$ cat config.mk
export PLATFORM = sky130hd
export DESIGN_NAME = arc_top
export DESIGN_NICKNAME = d
export VERILOG_FILES = /design/src/arc_pkg.sv /design/src/arc_corr_if.sv /design/src/arc_corr_dp.sv /design/src/arc_top.sv
export VERILOG_INCLUDE_DIRS = /design/src
export SDC_FILE = /design/constraint.sdc
export NUM_CORES = 1
export LEC_CHECK = 0
export BUFFER_PORTS_ARGS = -buffer_cell sky130_fd_sc_hd__buf_2
export CAP_MARGIN = 10
export CELL_PAD_IN_SITES_DETAIL_PLACEMENT = 2
export CELL_PAD_IN_SITES_GLOBAL_PLACEMENT = 2
export CORE_MARGIN = 5
export CORE_UTILIZATION = 40
export DETAILED_ROUTE_END_ITERATION = 16
export PLACE_DENSITY = 0.88
export SETUP_SLACK_MARGIN = 0.05
export SYNTH_ARGS = -nofsm -noshare
export SYNTH_HDL_FRONTEND = slang
export SYNTH_SLANG_ARGS = --single-unit
$ cat constraint.sdc
create_clock -name i_clock -period 12.1 [get_ports i_clock]
set_input_delay 1.21 -clock i_clock [delete_from_list [all_inputs] [get_ports i_clock]]
set_output_delay 1.21 -clock i_clock [all_outputs]
set_load 0.01 [all_outputs]
$ cat src/arc_regs.svh
// Register offsets, field positions and reset values for the ADC correction tail
`ifndef ARC_REGS_SVH
`define ARC_REGS_SVH
`define ARC_GAIN_OFS      8'h24
`define ARC_OFFSET_OFS    8'h26
`define ARC_TRIM_OFS      8'h28
`define ARC_DEBUG_OFS     8'h2A
`define ARC_CTRL_OFS      8'h2C
`define ARC_STATUS_OFS    8'h2E
`define ARC_GAIN_RST      12'h000
`define ARC_OFFSET_RST    12'h000
`define ARC_TRIM_RST      11'h000
`define ARC_DEBUG_RST     1'b0
`define ARC_CTRL_CORR_BIT 0
`define ARC_CTRL_EN_BIT   1
`define ARC_RES_MAX       12'hFFF
`define ARC_CORR_LAT      2
`endif

$ cat src/arc_pkg.sv
// Types shared by the ADC correction tail modules
package arc_pkg;
    typedef logic [11:0] arc_sample_t;
    typedef logic [7:0]  arc_addr_t;
    typedef logic [15:0] arc_data_t;
    typedef enum logic [1:0] {
        ARC_IDLE = 2'b00,
        ARC_MULT = 2'b01,
        ARC_DONE = 2'b10
    } arc_state_e;
endpackage

$ cat src/arc_corr_if.sv
// Carrier between the register top and the correction datapath
`timescale 1ns/1ns
interface arc_corr_if;
    import arc_pkg::*;
    logic        start;
    arc_sample_t raw;
    arc_sample_t gain;
    arc_sample_t offset;
    logic        done;
    arc_sample_t result;
    modport ctrl (output start, raw, gain, offset, input done, result);
    modport dp   (input start, raw, gain, offset, output done, result);
endinterface

$ cat src/arc_corr_dp.sv
// Gain and offset correction datapath with saturation
`timescale 1ns/1ns
`include "arc_regs.svh"
module arc_corr_dp (
    input  wire logic   i_clock,
    input  wire logic   i_rst_n,
    arc_corr_if.dp      bus
);
    import arc_pkg::*;

    arc_state_e   state_q, state_d;
    logic [23:0]  prod_q;
    logic [11:0]  res_q;
    logic         done_q;

    // Clamp a signed sum into the unsigned result range
    function automatic logic [11:0] sat12(input logic signed [14:0] v);
        if (v < 0)
            sat12 = 12'h000;
        else if (v > $signed({3'h0, `ARC_RES_MAX}))
            sat12 = `ARC_RES_MAX;
        else
            sat12 = v[11:0];
    endfunction

    // Raw times Q1.11 gain; rounding by half an lsb
    wire logic [23:0] prod_w = bus.raw * bus.gain;
    wire logic [13:0] scaled_w = 14'(({1'b0, prod_q} + 25'h400) >> 11);
    wire logic signed [14:0] sum_w =
        $signed({1'b0, scaled_w}) + 15'($signed(bus.offset));
    wire logic signed [14:0] clip_w =
        (scaled_w > 14'h1FFF) ? 15'h1FFF : sum_w;

    // Two-stage sequencer; product registered to keep timing short
    always_comb begin
        state_d = state_q;
        unique case (state_q)
            ARC_IDLE: if (bus.start) begin
                state_d = ARC_MULT;
            end
            ARC_MULT: state_d = ARC_DONE;
            ARC_DONE: state_d = ARC_IDLE;
            default:  state_d = ARC_IDLE;
        endcase
    end

    always_ff @(posedge i_clock) begin
        if (!i_rst_n) begin
            state_q <= ARC_IDLE;
            prod_q  <= 24'h000000;
            res_q   <= 12'h000;
            done_q  <= 1'b0;
        end else begin
            state_q <= state_d;
            done_q  <= (state_q == ARC_MULT);
            if (state_q == ARC_IDLE && bus.start)
                prod_q <= prod_w;
            if (state_q == ARC_MULT)
                res_q <= sat12(clip_w);
        end
    end

    assign bus.done   = done_q;
    assign bus.result = res_q;
endmodule

$ cat src/arc_top.sv
// ADC result correction, trim storage and debug-run control
// Register words are 16 bits on even byte offsets; only the implemented
// low bits are stored, everything above reads back as zero:
//   0x24 gain_correction    bits 11:0, unsigned Q1.11
//   0x26 offset_correction  bits 11:0, two's complement
//   0x28 factory_trim       bits 10:8 bias, bits 7:0 linearity
//   0x2A debug_behaviour    bit 0 debug_run
//   0x2C control            bit 0 correction_enable, bit 1 enable
//   0x2E status             bit 0 run, bit 1 busy, read only
// Other offsets read zero and ignore writes.
//
// Read data stand for exactly one cycle after the read strobe and are
// zero otherwise, so a master must take them in that cycle.
//
// A corrected sample holds o_busy high for three cycles; its result and
// the o_result_valid pulse follow on the next cycle. With correction off
// the sample passes through one cycle after it is taken. Samples offered
// while the converter is halted or a correction runs are dropped, so the
// engine upstream must not offer them faster than one per four cycles.
//
// The debug pin is asynchronous and passes two flops, so the run
// permission follows it three cycles late. The trim fields are not
// checked here: whatever software writes goes straight to the analog side.
//
// Our own choice: strobed register access.
`timescale 1ns/1ns
`include "arc_regs.svh"
module arc_top (
    input  wire logic                 i_clock,
    input  wire logic                 i_rst_n,
    input  wire arc_pkg::arc_addr_t   i_addr,
    input  wire arc_pkg::arc_data_t   i_wdata,
    input  wire logic                 i_wr,
    input  wire logic                 i_rd,
    output logic [15:0]               o_rdata,
    input  wire logic                 i_conv_valid,
    input  wire arc_pkg::arc_sample_t i_conv_data,
    input  wire logic                 i_cpu_debug,
    output logic                      o_result_valid,
    output logic [11:0]               o_result,
    output logic                      o_conv_run,
    output logic                      o_busy,
    output logic [2:0]                o_bias_trim,
    output logic [7:0]                o_linearity_trim
);
    import arc_pkg::*;

    // Carrier to the correction datapath
    arc_corr_if cif ();

    // Software-visible register state
    logic [11:0] gain_q;
    logic [11:0] offset_q;
    logic [10:0] trim_q;
    logic        dbg_run_q;
    logic        corr_en_q;
    logic        enable_q;
    logic [15:0] rdata_q;

    // Debug pin synchroniser and run permission
    logic        dbg_s1_q;
    logic        dbg_s2_q;
    logic        run_q;

    // Sample capture and datapath handshake
    logic        pend_q;
    logic [11:0] raw_q;
    logic        start_q;

    // Result outputs
    logic        rvalid_q;
    logic [11:0] result_q;

    // Register select; one compare shared by the write and read paths
    function automatic logic addr_hit(input arc_addr_t addr,
                                      input arc_addr_t ofs);
        addr_hit = (addr == ofs);
    endfunction

    // Zero-extend a 12-bit field into a bus word
    function automatic arc_data_t rd_word(input logic [11:0] field);
        rd_word = {4'h0, field};
    endfunction

    // One select line per mapped register
    wire logic sel_gain   = addr_hit(i_addr, `ARC_GAIN_OFS);
    wire logic sel_offset = addr_hit(i_addr, `ARC_OFFSET_OFS);
    wire logic sel_trim   = addr_hit(i_addr, `ARC_TRIM_OFS);
    wire logic sel_debug  = addr_hit(i_addr, `ARC_DEBUG_OFS);
    wire logic sel_ctrl   = addr_hit(i_addr, `ARC_CTRL_OFS);
    wire logic sel_status = addr_hit(i_addr, `ARC_STATUS_OFS);

    // Write strobes; an unmapped address selects nothing and is dropped
    wire logic wr_gain   = i_wr && sel_gain;
    wire logic wr_offset = i_wr && sel_offset;
    wire logic wr_trim   = i_wr && sel_trim;
    wire logic wr_debug  = i_wr && sel_debug;
    wire logic wr_ctrl   = i_wr && sel_ctrl;

    // Write data cut to the stored field widths; reserved bits fall away
    wire logic [11:0] gain_wd   = i_wdata[11:0];
    wire logic [11:0] offset_wd = i_wdata[11:0];
    wire logic [10:0] trim_wd   = i_wdata[10:0];
    wire logic        dbg_wd    = i_wdata[0];
    wire logic        corr_wd   = i_wdata[`ARC_CTRL_CORR_BIT];
    wire logic        en_wd     = i_wdata[`ARC_CTRL_EN_BIT];

    // Debug-run only takes while converter is off
    wire logic dbg_take = wr_debug && !enable_q;

    // Converter halts in debug unless debug-run is set
    wire logic run_d = enable_q && (dbg_run_q || !dbg_s2_q);

    // Accept a conversion only while running and datapath idle
    wire logic take_conv = i_conv_valid && run_q && !pend_q;
    // Taken samples either launch a correction or pass straight through
    wire logic launch    = take_conv && corr_en_q;
    wire logic bypass    = take_conv && !corr_en_q;

    // Read words; reserved bits tied to zero
    wire logic [15:0] gain_rw   = rd_word(gain_q);
    wire logic [15:0] offset_rw = rd_word(offset_q);
    wire logic [15:0] trim_rw   = {5'h00, trim_q};
    wire logic [15:0] debug_rw  = {15'h0000, dbg_run_q};
    wire logic [15:0] ctrl_rw   = {14'h0000, enable_q, corr_en_q};
    wire logic [15:0] status_rw = {14'h0000, pend_q, run_q};

    // Read mux; unmapped addresses read zero
    wire logic [15:0] rd_mux =
        sel_gain   ? gain_rw :
        sel_offset ? offset_rw :
        sel_trim   ? trim_rw :
        sel_debug  ? debug_rw :
        sel_ctrl   ? ctrl_rw :
        sel_status ? status_rw :
        16'h0000;

    // Gain field; software may retune it at any time
    always_ff @(posedge i_clock) begin
        if (!i_rst_n) begin
            gain_q <= `ARC_GAIN_RST;
        end else if (wr_gain) begin
            gain_q <= gain_wd;
        end
    end

    // Offset field, kept as written; sign is handled in the datapath
    always_ff @(posedge i_clock) begin
        if (!i_rst_n) begin
            offset_q <= `ARC_OFFSET_RST;
        end else if (wr_offset) begin
            offset_q <= offset_wd;
        end
    end

    // Trim copy; stored as written, the value is not checked
    always_ff @(posedge i_clock) begin
        if (!i_rst_n) begin
            trim_q <= `ARC_TRIM_RST;
        end else if (wr_trim) begin
            trim_q <= trim_wd;
        end
    end

    // Debug-run bit; a write while enabled is silently lost
    always_ff @(posedge i_clock) begin
        if (!i_rst_n) begin
            dbg_run_q <= `ARC_DEBUG_RST;
        end else if (dbg_take) begin
            dbg_run_q <= dbg_wd;
        end
    end

    // Control bits: correction enable and converter enable
    always_ff @(posedge i_clock) begin
        if (!i_rst_n) begin
            corr_en_q <= 1'b0;
            enable_q  <= 1'b0;
        end else if (wr_ctrl) begin
            corr_en_q <= corr_wd;
            enable_q  <= en_wd;
        end
    end

    // Read data stands only in the cycle after the strobe
    always_ff @(posedge i_clock) begin
        if (!i_rst_n) begin
            rdata_q <= 16'h0000;
        end else begin
            rdata_q <= i_rd ? rd_mux : 16'h0000;
        end
    end

    // Debug request comes from another domain: two flops
    always_ff @(posedge i_clock) begin
        if (!i_rst_n) begin
            dbg_s1_q <= 1'b0;
            dbg_s2_q <= 1'b0;
        end else begin
            dbg_s1_q <= i_cpu_debug;
            dbg_s2_q <= dbg_s1_q;
        end
    end

    // Run permission, registered so o_conv_run leaves a flop
    always_ff @(posedge i_clock) begin
        if (!i_rst_n) begin
            run_q <= 1'b0;
        end else begin
            run_q <= run_d;
        end
    end

    // Correction launch pulse towards the datapath
    always_ff @(posedge i_clock) begin
        if (!i_rst_n) begin
            start_q <= 1'b0;
        end else begin
            start_q <= launch;
        end
    end

    // Raw sample latch; held for the datapath's whole run
    always_ff @(posedge i_clock) begin
        if (!i_rst_n) begin
            raw_q <= 12'h000;
        end else if (take_conv) begin
            raw_q <= i_conv_data;
        end
    end

    // Busy from launch until done; a launch never meets a done
    always_ff @(posedge i_clock) begin
        if (!i_rst_n) begin
            pend_q <= 1'b0;
        end else if (launch) begin
            pend_q <= 1'b1;
        end else if (cif.done) begin
            pend_q <= 1'b0;
        end
    end

    assign cif.start  = start_q;
    assign cif.raw    = raw_q;
    assign cif.gain   = gain_q;
    assign cif.offset = offset_q;

    // Correction datapath; three cycles from launch to done
    arc_corr_dp u_dp (
        .i_clock (i_clock),
        .i_rst_n (i_rst_n),
        .bus     (cif.dp)
    );

    // Result pulse: one cycle per finished or bypassed sample
    always_ff @(posedge i_clock) begin
        if (!i_rst_n) begin
            rvalid_q <= 1'b0;
        end else begin
            rvalid_q <= cif.done || bypass;
        end
    end

    // Result word: corrected value or the raw sample, then held
    always_ff @(posedge i_clock) begin
        if (!i_rst_n) begin
            result_q <= 12'h000;
        end else if (cif.done) begin
            result_q <= cif.result;
        end else if (bypass) begin
            result_q <= i_conv_data;
        end
    end

    // Ports driven straight from the flops above
    assign o_rdata          = rdata_q;
    assign o_result_valid   = rvalid_q;
    assign o_result         = result_q;
    assign o_conv_run       = run_q;
    assign o_busy           = pend_q;
    assign o_bias_trim      = trim_q[10:8];
    assign o_linearity_trim = trim_q[7:0];
endmodule

==> results.tsv, run 1 <==
stage	metric	value	unit
pwr	Clk pwr share	0.434	
pwr	P_leak	0.00465	uW
cts	Post-CTS Setup Inserts	0	
cts	Hold-fix buffers, CTS	0	
pwr	Peak supply drop	0.0000700	V
cts	CTS Root Cell	clkbuf_16	
synth	Yosys warnings	0	
routing	Detailed Route WL	37000	um
sta	setup_tns	0	ps
die	# IOs	84	
global_route	GRT Util Overall	0.284	
global_route	grt ovf	0	
worst_setup_path	Setup CP Type	reg2reg	
synth	Mapped Cells	1113	
global_route	initial antenna violation count	0	
worst_setup_path	most used cell, CP	fa_1	
worst_setup_path	CP Data Arrival Time	6450	ps
placed_design	DP Wirelength	26200	um
sta	fin. max-slew vios	0	
placed_design	routability cong.	0.799	
synth	complex-gate fraction of the synthesized area	0.132	
placed_design	Port Buffers	75	
sta	Fin Clk Skew	9.88	ps
synth	Seq/Total Area, Yosys	0.233	
worst_setup_path	R2R Setup Slk	5910	ps
hold_path	worst min-delay path class	reg2reg	
layout	layout cells sized above 1	0.100	
cts	total CTS buffers	9	
layout	commonest non-fill, non-tap cell in the layout	nand2_1	
cts	post-CTS resize count	0	
pwr	Power per Cell Area	66.5	mW/mm^2
sta	period utilisation layout	0.512	
die	core box area	0.0233	sq mm
die	Die Area	0.0265	sq mm
cts	Clock transition at path regs	80	ps
synth	Yosys reg bits	109	
pwr	Int Power	507	uW
routing	Iter 0 DRT Violations	619	
layout	# fillers	2615	
die	die span in x	163	um
global_route	grt met1 use	0.326	
sta	final hold violation count	0	
pwr	Sw Ratio	0.251	
worst_setup_path	CP delay by family, top	adder cells	
pwr	Logic pwr share	0.034	
layout	area delta synth->final	8.68	%
die	chip height	163	um
synth	Avg Inst Size Synth	8.41	sq um
synth	Synth Area in Simple Gates	0.193	
die	number of cell rows	56	
global_route	met3 track demand over resource	0.0494	
pwr	Switching Power	169	uW
layout	multi-input logic area	0.00640	sq mm
worst_setup_path	critical path capture point type	flip-flop	
pwr	Tot Pwr	676	uW
job	max-cap viol count	0	
synth	Adder-Cell Fraction of Synth Area	0.312	
global_route	M2 GR Usage	0.518	
layout	commonest cells after routing, fill and taps aside	nand2_1 (218), inv_1 (134), dfxtp_1 (109)	
synth	mapped cell area	0.00936	sq mm
worst_setup_path	Critical Path Slowest Stage Cell	dfxtp_1	
worst_setup_path	CP Launch Type	flip-flop	
synth	Top FF cell, synth	dfxtp_1	
worst_setup_path	Crit path buffers/inverters	3	
die	Initial Utilization	0.402	
cts	clk buf depth	2	
synth	largest family of logic cells by synthesized area	adder cells	
synth	library cells used by synthesis	61	
synth	EDFF count, synth	0	
sta	# setup viols final	0	
worst_setup_path	Max stage delay on crit path	800	ps
pwr	Sequential Power Share	0.531	
synth	mux cell area share after synthesis	0.0171	
worst_setup_path	CP Data Required Time	12360	ps
cts	CTS Sinks	109	
sta	Least-Margin Pin Slew	921	ps
cts	CTS tree	built	
global_route	largest net degree at the start of global routing	60	
layout	Post-Layout Inst Area	0.0102	sq mm
placed_design	pre-CTS WS	6240	ps
layout	storage element area	0.00218	sq mm
sta	hold_ws	427	ps
synth	Post-synth ARST share	0	
sta	Slew Limit Headroom	0.384	
sta	post-route setup slack	5910	ps
sta	Period minus WS final	6190	ps
routing	vias per inst	5.73	
worst_setup_path	crit path max fanout	14	
layout	nets	1356	
global_route	first-pass GRT wire length	57800	um
cts	htree depth	3	
global_route	vias in the first global route	9724	
layout	Antenna diodes	0	
routing	Pre-antenna DRT Iters	6	
sta	RSZ-0062 raised after global routing	no	
routing	post-route ant nets	0	
global_route	GR peak layer	met2	
outcome	status	finished clean	
synth	XOR/XNOR share of the synthesized area	0.0290	
placed_design	Placed Area	0.00990	sq mm
routing	vias	8382	
cts	insertion delay to the later sink of the worst-skew pair	380	ps
routing	residual DRC count	0	
sta	highest clock rate	162	MHz
worst_setup_path	crit path cell chain	nand2_1 > fa_1 > inv_1 > fa_1 > fa_1 > fa_1 > inv_1 > fa_1 > inv_1 > ha_1 > nand3_1 > o21ai_0 > nor3b_1 > a221oi_2 > a21o_1 > a211o_1 > o211ai_2	
routing	DR WL/cell	25.3	um
==> path summary, 6_finish.rpt <==
check                                 start               to  cells past startpoint
worst max-delay path            cif.gain[5]  u_dp.prod_q[22]                     17
worst min register to register     dbg_s2_q       o_conv_run                      1
worst min-delay path               dbg_s2_q       o_conv_run                      1
worst max register to register  cif.gain[5]  u_dp.prod_q[22]                     17
==> state kept, by name, indices dropped and copies added, names as in the netlist <==
name	count
o_rdata	12
corr_en_q	1
trim_q	11
dbg_s1_q	1
o_conv_run	1
u_dp.bus.done	1
o_result	12
cif.gain	12
cif.start	1
dbg_run_q	1
u_dp.prod_q	14
o_busy	1
enable_q	1
cif.offset	12
cif.raw	12
u_dp.state_q	2
o_result_valid	1
dbg_s2_q	1
u_dp.bus.result	12
==> synth_stat cells (all sizes together), types with 5 or more instances <==
cell type	instances	area, sq um
a211oi	19	163
a21o	5	37.5
a21oi	90	462
a222oi	9	90.1
and2	66	413
and3	9	56.3
buf	9	66.3
clkbuf	56	210
dfxtp	109	2180
fa	100	2000
ha	73	913
inv	134	503
mux2i	16	160
nand2	218	818
nand3	23	115
nand4	8	50.1
nor2	51	191
o211ai	8	70.1
o21a	9	68.8
o21ai	17	85.1
xnor2	21	184
xor2	10	87.6
==> power by group through the flow <==
stage | Clock, uW | Combinational [uW] | Sequential [uW]
floorplan | 0 | 10.0 | 367
global placement | 0 | 21.2 | 368
detailed placement | 0 | 21.9 | 368
CTS | 295 | 22.6 | 359
global route | 308 | 24.4 | 359
finish | 294 | 23.2 | 359
==> layer usage <==
layer / routed length, um / vias up
li1: - / 3651
met1: 14400 / 4359
met2: 19200 / 266
met3: 1860 / 106
met4: 1550 / 0
met5: 0 / -
==> area by class of cell <==
cell class                 count  share of cell area
clock buffer                  10              0.0225
multi-input combinational    807               0.630
clock inverter                 5             0.00431
inverter                     135              0.0498
sequential                   109               0.215
timing repair buffer          79              0.0399
tap                          319              0.0393
==> worst register-to-register path, cell delays in order, from the launching register on <==
cell,delay (ps)
dfxtp_1,800
nand2_1,250
fa_1,600
inv_1,60
fa_1,530
fa_1,470
fa_1,650
inv_1,120
fa_1,600
inv_1,60
ha_1,320
nand3_1,90
o21ai_0,410
nor3b_1,150
a221oi_2,450
a21o_1,260
a211o_1,170
o211ai_2,90
==> kinds of logic (layout without fill, tap and decap cells) <==
kind of cell,count (synthesis),after routing
mux,16,16
flops,109,109
buf+inv,200,229
simple gates,399,399
xor+xnor,31,31
compound gates,184,184
other cells,1,4
fa+ha+maj,173,173
==> metrics by stage <==
step	util	cells
final	0.437	1464
after global routing	0.437	1464
after CTS	0.437	1464
after detailed placement	0.425	1449
after global placement	0.425	1449
after floorplan	-	1116
(Power assumes the default switching activity.)
==> inputs of run 2 (changes only) <==
--- a/config.mk
+++ b/config.mk
@@ -6,14 +6,15 @@
 export SDC_FILE = /design/constraint.sdc
 export NUM_CORES = 1
 export LEC_CHECK = 0
+export ABC_AREA = 1
 export BUFFER_PORTS_ARGS = -buffer_cell sky130_fd_sc_hd__buf_2
 export CAP_MARGIN = 10
 export CELL_PAD_IN_SITES_DETAIL_PLACEMENT = 2
 export CELL_PAD_IN_SITES_GLOBAL_PLACEMENT = 2
 export CORE_MARGIN = 5
-export CORE_UTILIZATION = 40
+export CORE_UTILIZATION = 32
 export DETAILED_ROUTE_END_ITERATION = 16
-export PLACE_DENSITY = 0.88
+export PLACE_DENSITY = 0.79
 export SETUP_SLACK_MARGIN = 0.05
 export SYNTH_ARGS = -nofsm -noshare
 export SYNTH_HDL_FRONTEND = slang
==> constraint.sdc (replaced) <==
create_clock -name i_clock -period 5.3 [get_ports i_clock]
set_input_delay 0.53 -clock i_clock [delete_from_list [all_inputs] [get_ports i_clock]]
set_output_delay 0.53 -clock i_clock [all_outputs]
set_load 0.01 [all_outputs]
==> run 2 against run 1 <==
Compared with the run above: via count rose by 15%; die area grew 35%; non-clock buffer count grew 33; final cell count grew 32%; core utilization decreased by 7.2 points; clock power rose by 140%; flip-flop and latch count is the same; combinational power grew to 2.9 times the previous value; sequential power increased by 130%; global-route usage is 7.5 points lower; synthesized cell count increased by 31%; critical path type unchanged.
==> results.tsv, run 2 <==
stage	metric	value	unit	change
synth	leading area contributor after synthesis	dfxtp_1		unchanged
layout	Antenna diodes	0		unchanged
worst_setup_path	critical path capture point type	flip-flop		unchanged
worst_setup_path	Crit path buffers/inverters	6		was 3
worst_setup_path	crit path max fanout	8		was 14
synth	Post-synth ARST share	0		unchanged
pwr	P_leak	0.00621	uW	was 0.00465 uW
worst_setup_path	CP Data Arrival Time	5300	ps	was 6450 ps
sta	period utilisation layout	0.948		was 0.512
worst_setup_path	Max stage delay on crit path	560	ps	was 800 ps
layout	Most flops, register	u_dp.prod_q		unchanged
worst_setup_path	most used cell, CP	nand2_1		was fa_1
worst_setup_path	FF-to-FF End	u_dp.prod_q[19]		was u_dp.prod_q[22]
synth	Avg Inst Size Synth	7.06	sq um	was 8.41 sq um
routing	Pre-antenna DRT Iters	5		was 6
synth	synth cell count leaders	nand2_1 (362), inv_1 (287), dfxtp_1 (109)		was nand2_1 (218), inv_1 (134), dfxtp_1 (109)
pwr	Power per Cell Area	137	mW/mm^2	was 66.5 mW/mm^2
layout	nets	1738		was 1356
sta	highest clock rate	199	MHz	was 162 MHz
sta	Period minus WS final	5020	ps	was 6190 ps
hold_path	WHS Path Cells	3		was 1
outcome	status	finished clean		unchanged
cts	CTS Sinks	109		unchanged
worst_setup_path	Critical Path Slowest Stage Cell	fa_1		was dfxtp_1
hold_path	hold path endpoint	dbg_s1_q		was o_conv_run
worst_setup_path	reg2reg start	cif.raw[9]		was cif.gain[5]
hold_path	Hold Path Origin	i_cpu_debug		was dbg_s2_q
die	Die Area	0.0359	sq mm	was 0.0265 sq mm
synth	Seq/Total Area, Yosys	0.212		was 0.233
placed_design	Port Buffers	75		unchanged
cts	insertion delay to the later sink of the worst-skew pair	370	ps	was 380 ps
layout	area delta synth->final	12.1	%	was 8.68%
pwr	Logic pwr share	0.043		was 0.034
global_route	initial antenna violation count	0		unchanged
global_route	grt ovf	0		unchanged
synth	EDFF count, synth	0		unchanged
layout	commonest cells after routing, fill and taps aside	nand2_1 (362), inv_1 (287), nor2_1 (100)		was nand2_1 (218), inv_1 (134), dfxtp_1 (109)
routing	DR WL/cell	19.3	um	was 25.3 um
routing	Detailed Route WL	37200	um	was 37000 um
die	number of cell rows	65		was 56
cts	CTS tree	built		unchanged
cts	Clock transition at path regs	80	ps	about the same
worst_setup_path	Stages on worst setup path	22		was 17
die	chip height	189	um	was 163 um
sta	Slew Limit Headroom	0.279		was 0.384
routing	vias per inst	4.99		was 5.73
sta	# setup viols final	0		unchanged
pwr	Sequential Power Share	0.516		was 0.531
routing	Iter 0 DRT Violations	434		was 619
placed_design	DP Wirelength	31000	um	was 26200 um
pwr	Switching Power	398	uW	was 169 uW
cts	Post-CTS Setup Inserts	0		unchanged
placed_design	routability cong.	0.836		was 0.799
global_route	met3 track demand over resource	0.0227		was 0.0494
global_route	GR peak layer	met2		unchanged
synth	library cells used by synthesis	39		was 61
worst_setup_path	R2R Setup Slk	280	ps	was 5910 ps
synth	Mapped Cells	1458		was 1113
global_route	grt met1 use	0.283		was 0.326
worst_setup_path	crit path cell chain	nand2_1 > fa_1 > inv_1 > fa_1 > fa_1 > fa_1 > inv_1 > fa_1 > inv_1 > ha_1 > nand2_1 > buf_4 > nor2_1 > nand2_1 > nand2_1 > inv_1 > nand2_1 > nand2_1 > nand3_1 > nand3_1 > nand2_1 > inv_1		was nand2_1 > fa_1 > inv_1 > fa_1 > fa_1 > fa_1 > inv_1 > fa_1 > inv_1 > ha_1 > nand3_1 > o21ai_0 > nor3b_1 > a221oi_2 > a21o_1 > a211o_1 > o211ai_2
layout	max reg flops	14		unchanged
worst_setup_path	Setup CP Type	reg2reg		unchanged
pwr	Sw Ratio	0.252		was 0.251
global_route	largest net degree at the start of global routing	51		was 60
die	core box area	0.0316	sq mm	was 0.0233 sq mm
worst_setup_path	R2R cell count	22		was 17
pwr	Int Power	1180	uW	was 507 uW
worst_setup_path	CP delay by family, top	adder cells		unchanged
die	# IOs	84		unchanged
cts	Hold-fix buffers, CTS	0		unchanged
global_route	first-pass GRT wire length	59400	um	was 57800 um
pwr	Clk pwr share	0.441		was 0.434
layout	commonest non-fill, non-tap cell in the layout	nand2_1		unchanged
hold_path	worst min-delay path class	in2reg		was reg2reg
sta	final hold violation count	0		unchanged
pwr	Peak supply drop	0.000119	V	was 0.0000700 V
die	die span in x	189	um	was 163 um
job	max-cap viol count	0		unchanged
global_route	M2 GR Usage	0.369		was 0.518
synth	Top FF cell, synth	dfxtp_1		unchanged
cts	clk buf depth	2		unchanged
layout	Finished Core Util	0.365		was 0.437
global_route	GRT Util Overall	0.209		was 0.284
worst_setup_path	CP Data Required Time	5570	ps	was 12360 ps
cts	htree depth	3		unchanged
sta	Least-Margin Pin Slew	1080	ps	was 921 ps
cts	total CTS buffers	9		unchanged
synth	top-count cell post-synth	nand2_1		unchanged
routing	residual DRC count	0		unchanged
sta	RSZ-0062 raised after global routing	yes		was no
synth	share of the synthesized area in the top cell type	0.212		was 0.233
cts	CTS Root Cell	clkbuf_16		unchanged
routing	vias	9633		was 8382
synth	synth top area cells	dfxtp_1 (21%), fa_1 (19%), nand2_1 (13%)		was dfxtp_1 (23%), fa_1 (21%), ha_1 (9.8%)
synth	mapped cell area	0.0103	sq mm	was 0.00936 sq mm
synth	Yosys reg bits	109		unchanged
sta	setup_tns	0	ps	unchanged
sta	fin. max-slew vios	0		unchanged
layout	layout cells sized above 1	0.132		was 0.100
die	Initial Utilization	0.325		was 0.402
worst_setup_path	CP Launch Type	flip-flop		unchanged
synth	Yosys warnings	0		unchanged
sta	Fin Clk Skew	9.62	ps	was 9.88 ps
routing	post-route ant nets	0		unchanged
global_route	vias in the first global route	10800		was 9724
==> run 2: cell count changes after synthesis, sizes merged, moves of 10 or more <==
cell | previous run | this run
nor2 | 51 | 107
a211oi | 19 | 5
and2 | 66 | 2
xnor2 | 21 | 4
clkbuf | 56 | 46
mux2i | 16 | 0
o21ai | 17 | 87
inv | 134 | 295
nor3 | 1 | 12
nand3 | 23 | 80
nand2 | 218 | 371
==> run 2: area by class of cell <==
class / instances / area [sq um]
well taps: 402 / 503
fillers: 3792 / 20100
repair buffers: 112 / 653
clock buffers: 11 / 253
flip-flops and latches: 109 / 2220
multi-input cells: 993 / 6760
inverters: 298 / 1120
clock inverters: 5 / 41.3
==> run 2: cell families after synthesis <==
logic type / after synthesis / synth area share
and+or+nand+nor: 584 / 0.239
buffers and inverters: 359 / 0.136
AOI/OAI and AO/OA: 210 / 0.112
adders and majority gates: 173 / 0.283
DFF: 109 / 0.212
xor gates and xnor gates: 22 / 0.0187
other: 1 / 0.000364
==> run 2: repair_timing <==
item,in CTS,in global routing
setup endpoints to repair,1,11
gates resized for setup,4,29
cloned,0,0
==> run 2: worst max-delay path by stage <==
stage	start	slack, ps	to
finish	cif.raw[9]	280	u_dp.prod_q[19]
floorplan	cif.gain[11]	500	u_dp.prod_q[22]
CTS	cif.gain[5]	50	u_dp.prod_q[19]
detailed placement	cif.gain[4]	40	u_dp.prod_q[19]
global route	cif.raw[2]	4	u_dp.prod_q[19]
global placement	cif.raw[9]	170	u_dp.prod_q[19]
==> run 2: through the flow <==
step           power, uW  setup slack (ps)  hold slack (ps)  std cells  area [sq um]
6_report            1580               278              344       1930         11500
4_1_cts             1600              50.4              337       1930         11500
3_5_place_dp         906              39.8              417       1914         11200
2_1_floorplan        872               503              390       1461         10300
3_3_place_gp         905               174              403       1914         11200
5_1_grt             1630              4.46              355       1930         11500
==> run 2: power by group through the flow <==
stage / logic, uW / registers (uW) / clock network, uW
after detailed placement: 66.3 / 840 / 0
final: 68.0 / 817 / 697
after floorplan: 32.7 / 840 / 0
after CTS: 67.2 / 821 / 710
after global routing: 72.9 / 817 / 742
after global placement: 64.9 / 840 / 0
==> run 2: layer usage <==
layer,share of wire,routed length [um]
met1,0.47,17400
met4,0.010,373
met2,0.50,18500
met3,0.027,1010
met5,0,0
==> run 2: worst reg2reg max path, delay by kind of cell (launching register included) <==
family | cells | cell delay, ps
DFF | 1 | 460
adders and majority gates | 6 | 3010
and+or+nand+nor | 10 | 1020
buffers and inverters | 6 | 450
==> inputs of run 3 (changes only) <==
--- a/config.mk
+++ b/config.mk
@@ -6,13 +6,13 @@
 export SDC_FILE = /design/constraint.sdc
 export NUM_CORES = 1
 export LEC_CHECK = 0
-export ABC_AREA = 1
+export ABC_AREA = 0
 export BUFFER_PORTS_ARGS = -buffer_cell sky130_fd_sc_hd__buf_2
 export CAP_MARGIN = 10
 export CELL_PAD_IN_SITES_DETAIL_PLACEMENT = 2
 export CELL_PAD_IN_SITES_GLOBAL_PLACEMENT = 2
 export CORE_MARGIN = 5
-export CORE_UTILIZATION = 32
+export CORE_UTILIZATION = 34
 export DETAILED_ROUTE_END_ITERATION = 16
 export PLACE_DENSITY = 0.79
 export SETUP_SLACK_MARGIN = 0.05
==> run 3 against run 2 <==
Compared with the run above: the flow now finishes with violations (setup timing); design area is 2.2% lower; critical path depth is 1 lower; largest power group unchanged; critical path type unchanged; core utilization is 5.3 points higher; highest routed layer unchanged.
==> results.tsv, run 3 (synthesized netlist as in run 1, its figures left out) <==
stage	metric	value	unit	change
sta	setup_tns	-3.70	ps	was 0 ps
global_route	initial antenna violation count	0		unchanged
die	core box area	0.0270	sq mm	was 0.0316 sq mm
worst_setup_path	Setup CP Type	reg2reg		unchanged
global_route	grt ovf	0		unchanged
cts	insertion delay to the later sink of the worst-skew pair	380	ps	was 370 ps
worst_setup_path	CP Data Arrival Time	5590	ps	was 5300 ps
cts	total CTS buffers	9		unchanged
layout	area delta synth->final	20.6	%	was 12.1%
routing	DR WL/cell	22.8	um	was 19.3 um
worst_setup_path	CP Launch Type	flip-flop		unchanged
cts	CTS Root Cell	clkbuf_16		unchanged
pwr	Peak supply drop	0.000139	V	was 0.000119 V
die	Initial Utilization	0.346		was 0.325
routing	metal3 WL	1050	um	was 1010 um
worst_setup_path	Critical Path Slowest Stage Cell	fa_1		unchanged
routing	WL met1	14500	um	was 17400 um
sta	post-route setup slack	-3.70	ps	was 278 ps
routing	Detailed Route WL	36000	um	was 37200 um
pwr	Power per Cell Area	141	mW/mm^2	was 137 mW/mm^2
outcome	status	finished with violations		was finished clean
cts	Hold-fix buffers, CTS	0		unchanged
global_route	first-pass GRT wire length	54700	um	was 59400 um
cts	htree depth	3		unchanged
cts	CTS tree	built		unchanged
layout	layout cells sized above 1	0.223		was 0.132
sta	Least-Margin Pin Slew	924	ps	was 1080 ps
routing	residual DRC count	0		unchanged
placed_design	pre-CTS WS	-352	ps	was 39.8 ps
pwr	Tot Pwr	1590	uW	was 1580 uW
worst_setup_path	crit path cell chain	buf_12 > buf_4 > nand2_1 > fa_1 > inv_1 > fa_1 > fa_2 > fa_1 > inv_1 > fa_1 > inv_2 > ha_4 > nand4_1 > nor4_4 > nor2_4 > a221oi_2 > buf_4 > buf_6 > xor2_2 > nand2_1 > a21oi_2		was nand2_1 > fa_1 > inv_1 > fa_1 > fa_1 > fa_1 > inv_1 > fa_1 > inv_1 > ha_1 > nand2_1 > buf_4 > nor2_1 > nand2_1 > nand2_1 > inv_1 > nand2_1 > nand2_1 > nand3_1 > nand3_1 > nand2_1 > inv_1
sta	period utilisation layout	1.00		was 0.948
sta	highest clock rate	189	MHz	was 199 MHz
sta	final hold violation count	0		unchanged
job	max-cap viol count	0		unchanged
layout	commonest cells after routing, fill and taps aside	nand2_1 (216), inv_1 (126), dfxtp_1 (91)		was nand2_1 (362), inv_1 (287), nor2_1 (100)
sta	fin. max-slew vios	0		unchanged
worst_setup_path	critical path capture point type	flip-flop		unchanged
worst_setup_path	CP Data Required Time	5590	ps	was 5570 ps
pwr	Int Power	1170	uW	was 1180 uW
worst_setup_path	Max stage delay on crit path	560	ps	about the same
worst_setup_path	most used cell, CP	fa_1		was nand2_1
sta	Slew Limit Headroom	0.381		was 0.279
pwr	Sw Ratio	0.266		was 0.252
outcome	failing checks	setup timing		
hold_path	worst min-delay path class	in2reg		unchanged
cts	clk buf depth	2		unchanged
global_route	largest net degree at the start of global routing	43		was 51
pwr	Logic pwr share	0.033		was 0.043
layout	# fillers	2976		was 3792
placed_design	routability cong.	0.809		was 0.836
pwr	P_leak	0.00517	uW	was 0.00621 uW
sta	RSZ-0062 raised after global routing	yes		unchanged
die	die span in x	176	um	was 189 um
global_route	vias in the first global route	9665		was 10800
placed_design	Port Buffers	75		unchanged
routing	post-route ant nets	0		unchanged
pwr	Clk pwr share	0.457		was 0.441
die	chip height	176	um	was 189 um
placed_design	DP Wirelength	25600	um	was 31000 um
layout	commonest non-fill, non-tap cell in the layout	nand2_1		unchanged
sta	Fin Clk Skew	24.1	ps	was 9.62 ps
die	number of cell rows	60		was 65
layout	Most flops, register	u_dp.prod_q		unchanged
pwr	Switching Power	424	uW	was 398 uW
sta	# setup viols final	1		was 0
layout	max reg flops	14		unchanged
cts	CTS Sinks	109		unchanged
layout	Antenna diodes	0		unchanged
worst_setup_path	crit path max fanout	4		was 8
routing	WL met2	19100	um	was 18500 um
routing	vias	8510		was 9633
die	Die Area	0.0309	sq mm	was 0.0359 sq mm
cts	Clock transition at path regs	90	ps	was 80 ps
routing	vias per inst	5.40		was 4.99
routing	Iter 0 DRT Violations	544		was 434
routing	Pre-antenna DRT Iters	5		unchanged
global_route	GRT Util Overall	0.225		was 0.209
die	# IOs	84		unchanged
sta	Period minus WS final	5300	ps	was 5020 ps
routing	top routing layer used	met4		unchanged
layout	nets	1445		was 1738
pwr	Sequential Power Share	0.511		was 0.516
-- run 3: through the flow --
| step | std cells | hold slack (ps) | util | instance area, sq um |
|---|---|---|---|---|
| 5_1_grt | 1576 | 400 | 0.418 | 11300 |
| 3_3_place_gp | 1535 | 388 | 0.385 | 10400 |
| 6_report | 1576 | 382 | 0.418 | 11300 |
| 2_1_floorplan | 1116 | 384 | - | 9370 |
| 3_5_place_dp | 1535 | 400 | 0.385 | 10400 |
| 4_1_cts | 1568 | 369 | 0.411 | 11100 |
-- run 3: power by group through the flow --
stage                     Clock (uW)  Combinational (uW)  Sequential, uW
after floorplan                    0                22.8             839
after global placement             0                48.6             839
after detailed placement           0                49.5             839
after CTS                        725                50.1             814
after global routing             766                56.1             813
final                            727                52.2             813
-- run 3: area by class of cell --
class,instances,area (sq um),area share
tap,341,427,0.0378
clock inverter,7,83.8,0.00743
clock buffer,9,225,0.0200
timing repair buffer,168,1170,0.104
inverter,135,507,0.0449
multi-input combinational,807,6640,0.588
sequential,109,2240,0.198
-- run 3: path summary, 6_finish.rpt --
kind	from	endpoint	slack, ps	cells after the start
worst max-delay path	cif.gain[5]	u_dp.prod_q[20]	-4	21
worst min-delay path	i_cpu_debug	dbg_s1_q	380	2
worst max register to register	cif.gain[5]	u_dp.prod_q[20]	-4	21
worst min register to register	dbg_s2_q	o_conv_run	410	1
-- run 3: repair_timing --
| item | in CTS | in global routing |
|---|---|---|
| pin swaps | 36 | 25 |
| gates cloned | 0 | 0 |
| gates resized for setup | 79 | 30 |
| endpoints found under the setup margin | 11 | 11 |
| buffers inserted | 17 | 9 |
-- run 3: worst max-delay path: cells and delay by family, from the launching register on --
family                   cells  cell delay (ps)
AO/OA/AOI/OAI                2              430
XOR/XNOR                     1              150
buffers and inverters        7              650
AND/OR/NAND/NOR              5              790
adder cells (fa/ha/maj)      6             2780
flip-flops                   1              400
-- run 3: layer usage --
layer	global-route usage	vias to the layer above
met2	0.416	187
met3	0.0254	65
met1	0.268	4425
li1	-	3833
met5	0	-
met4	0.0796	0
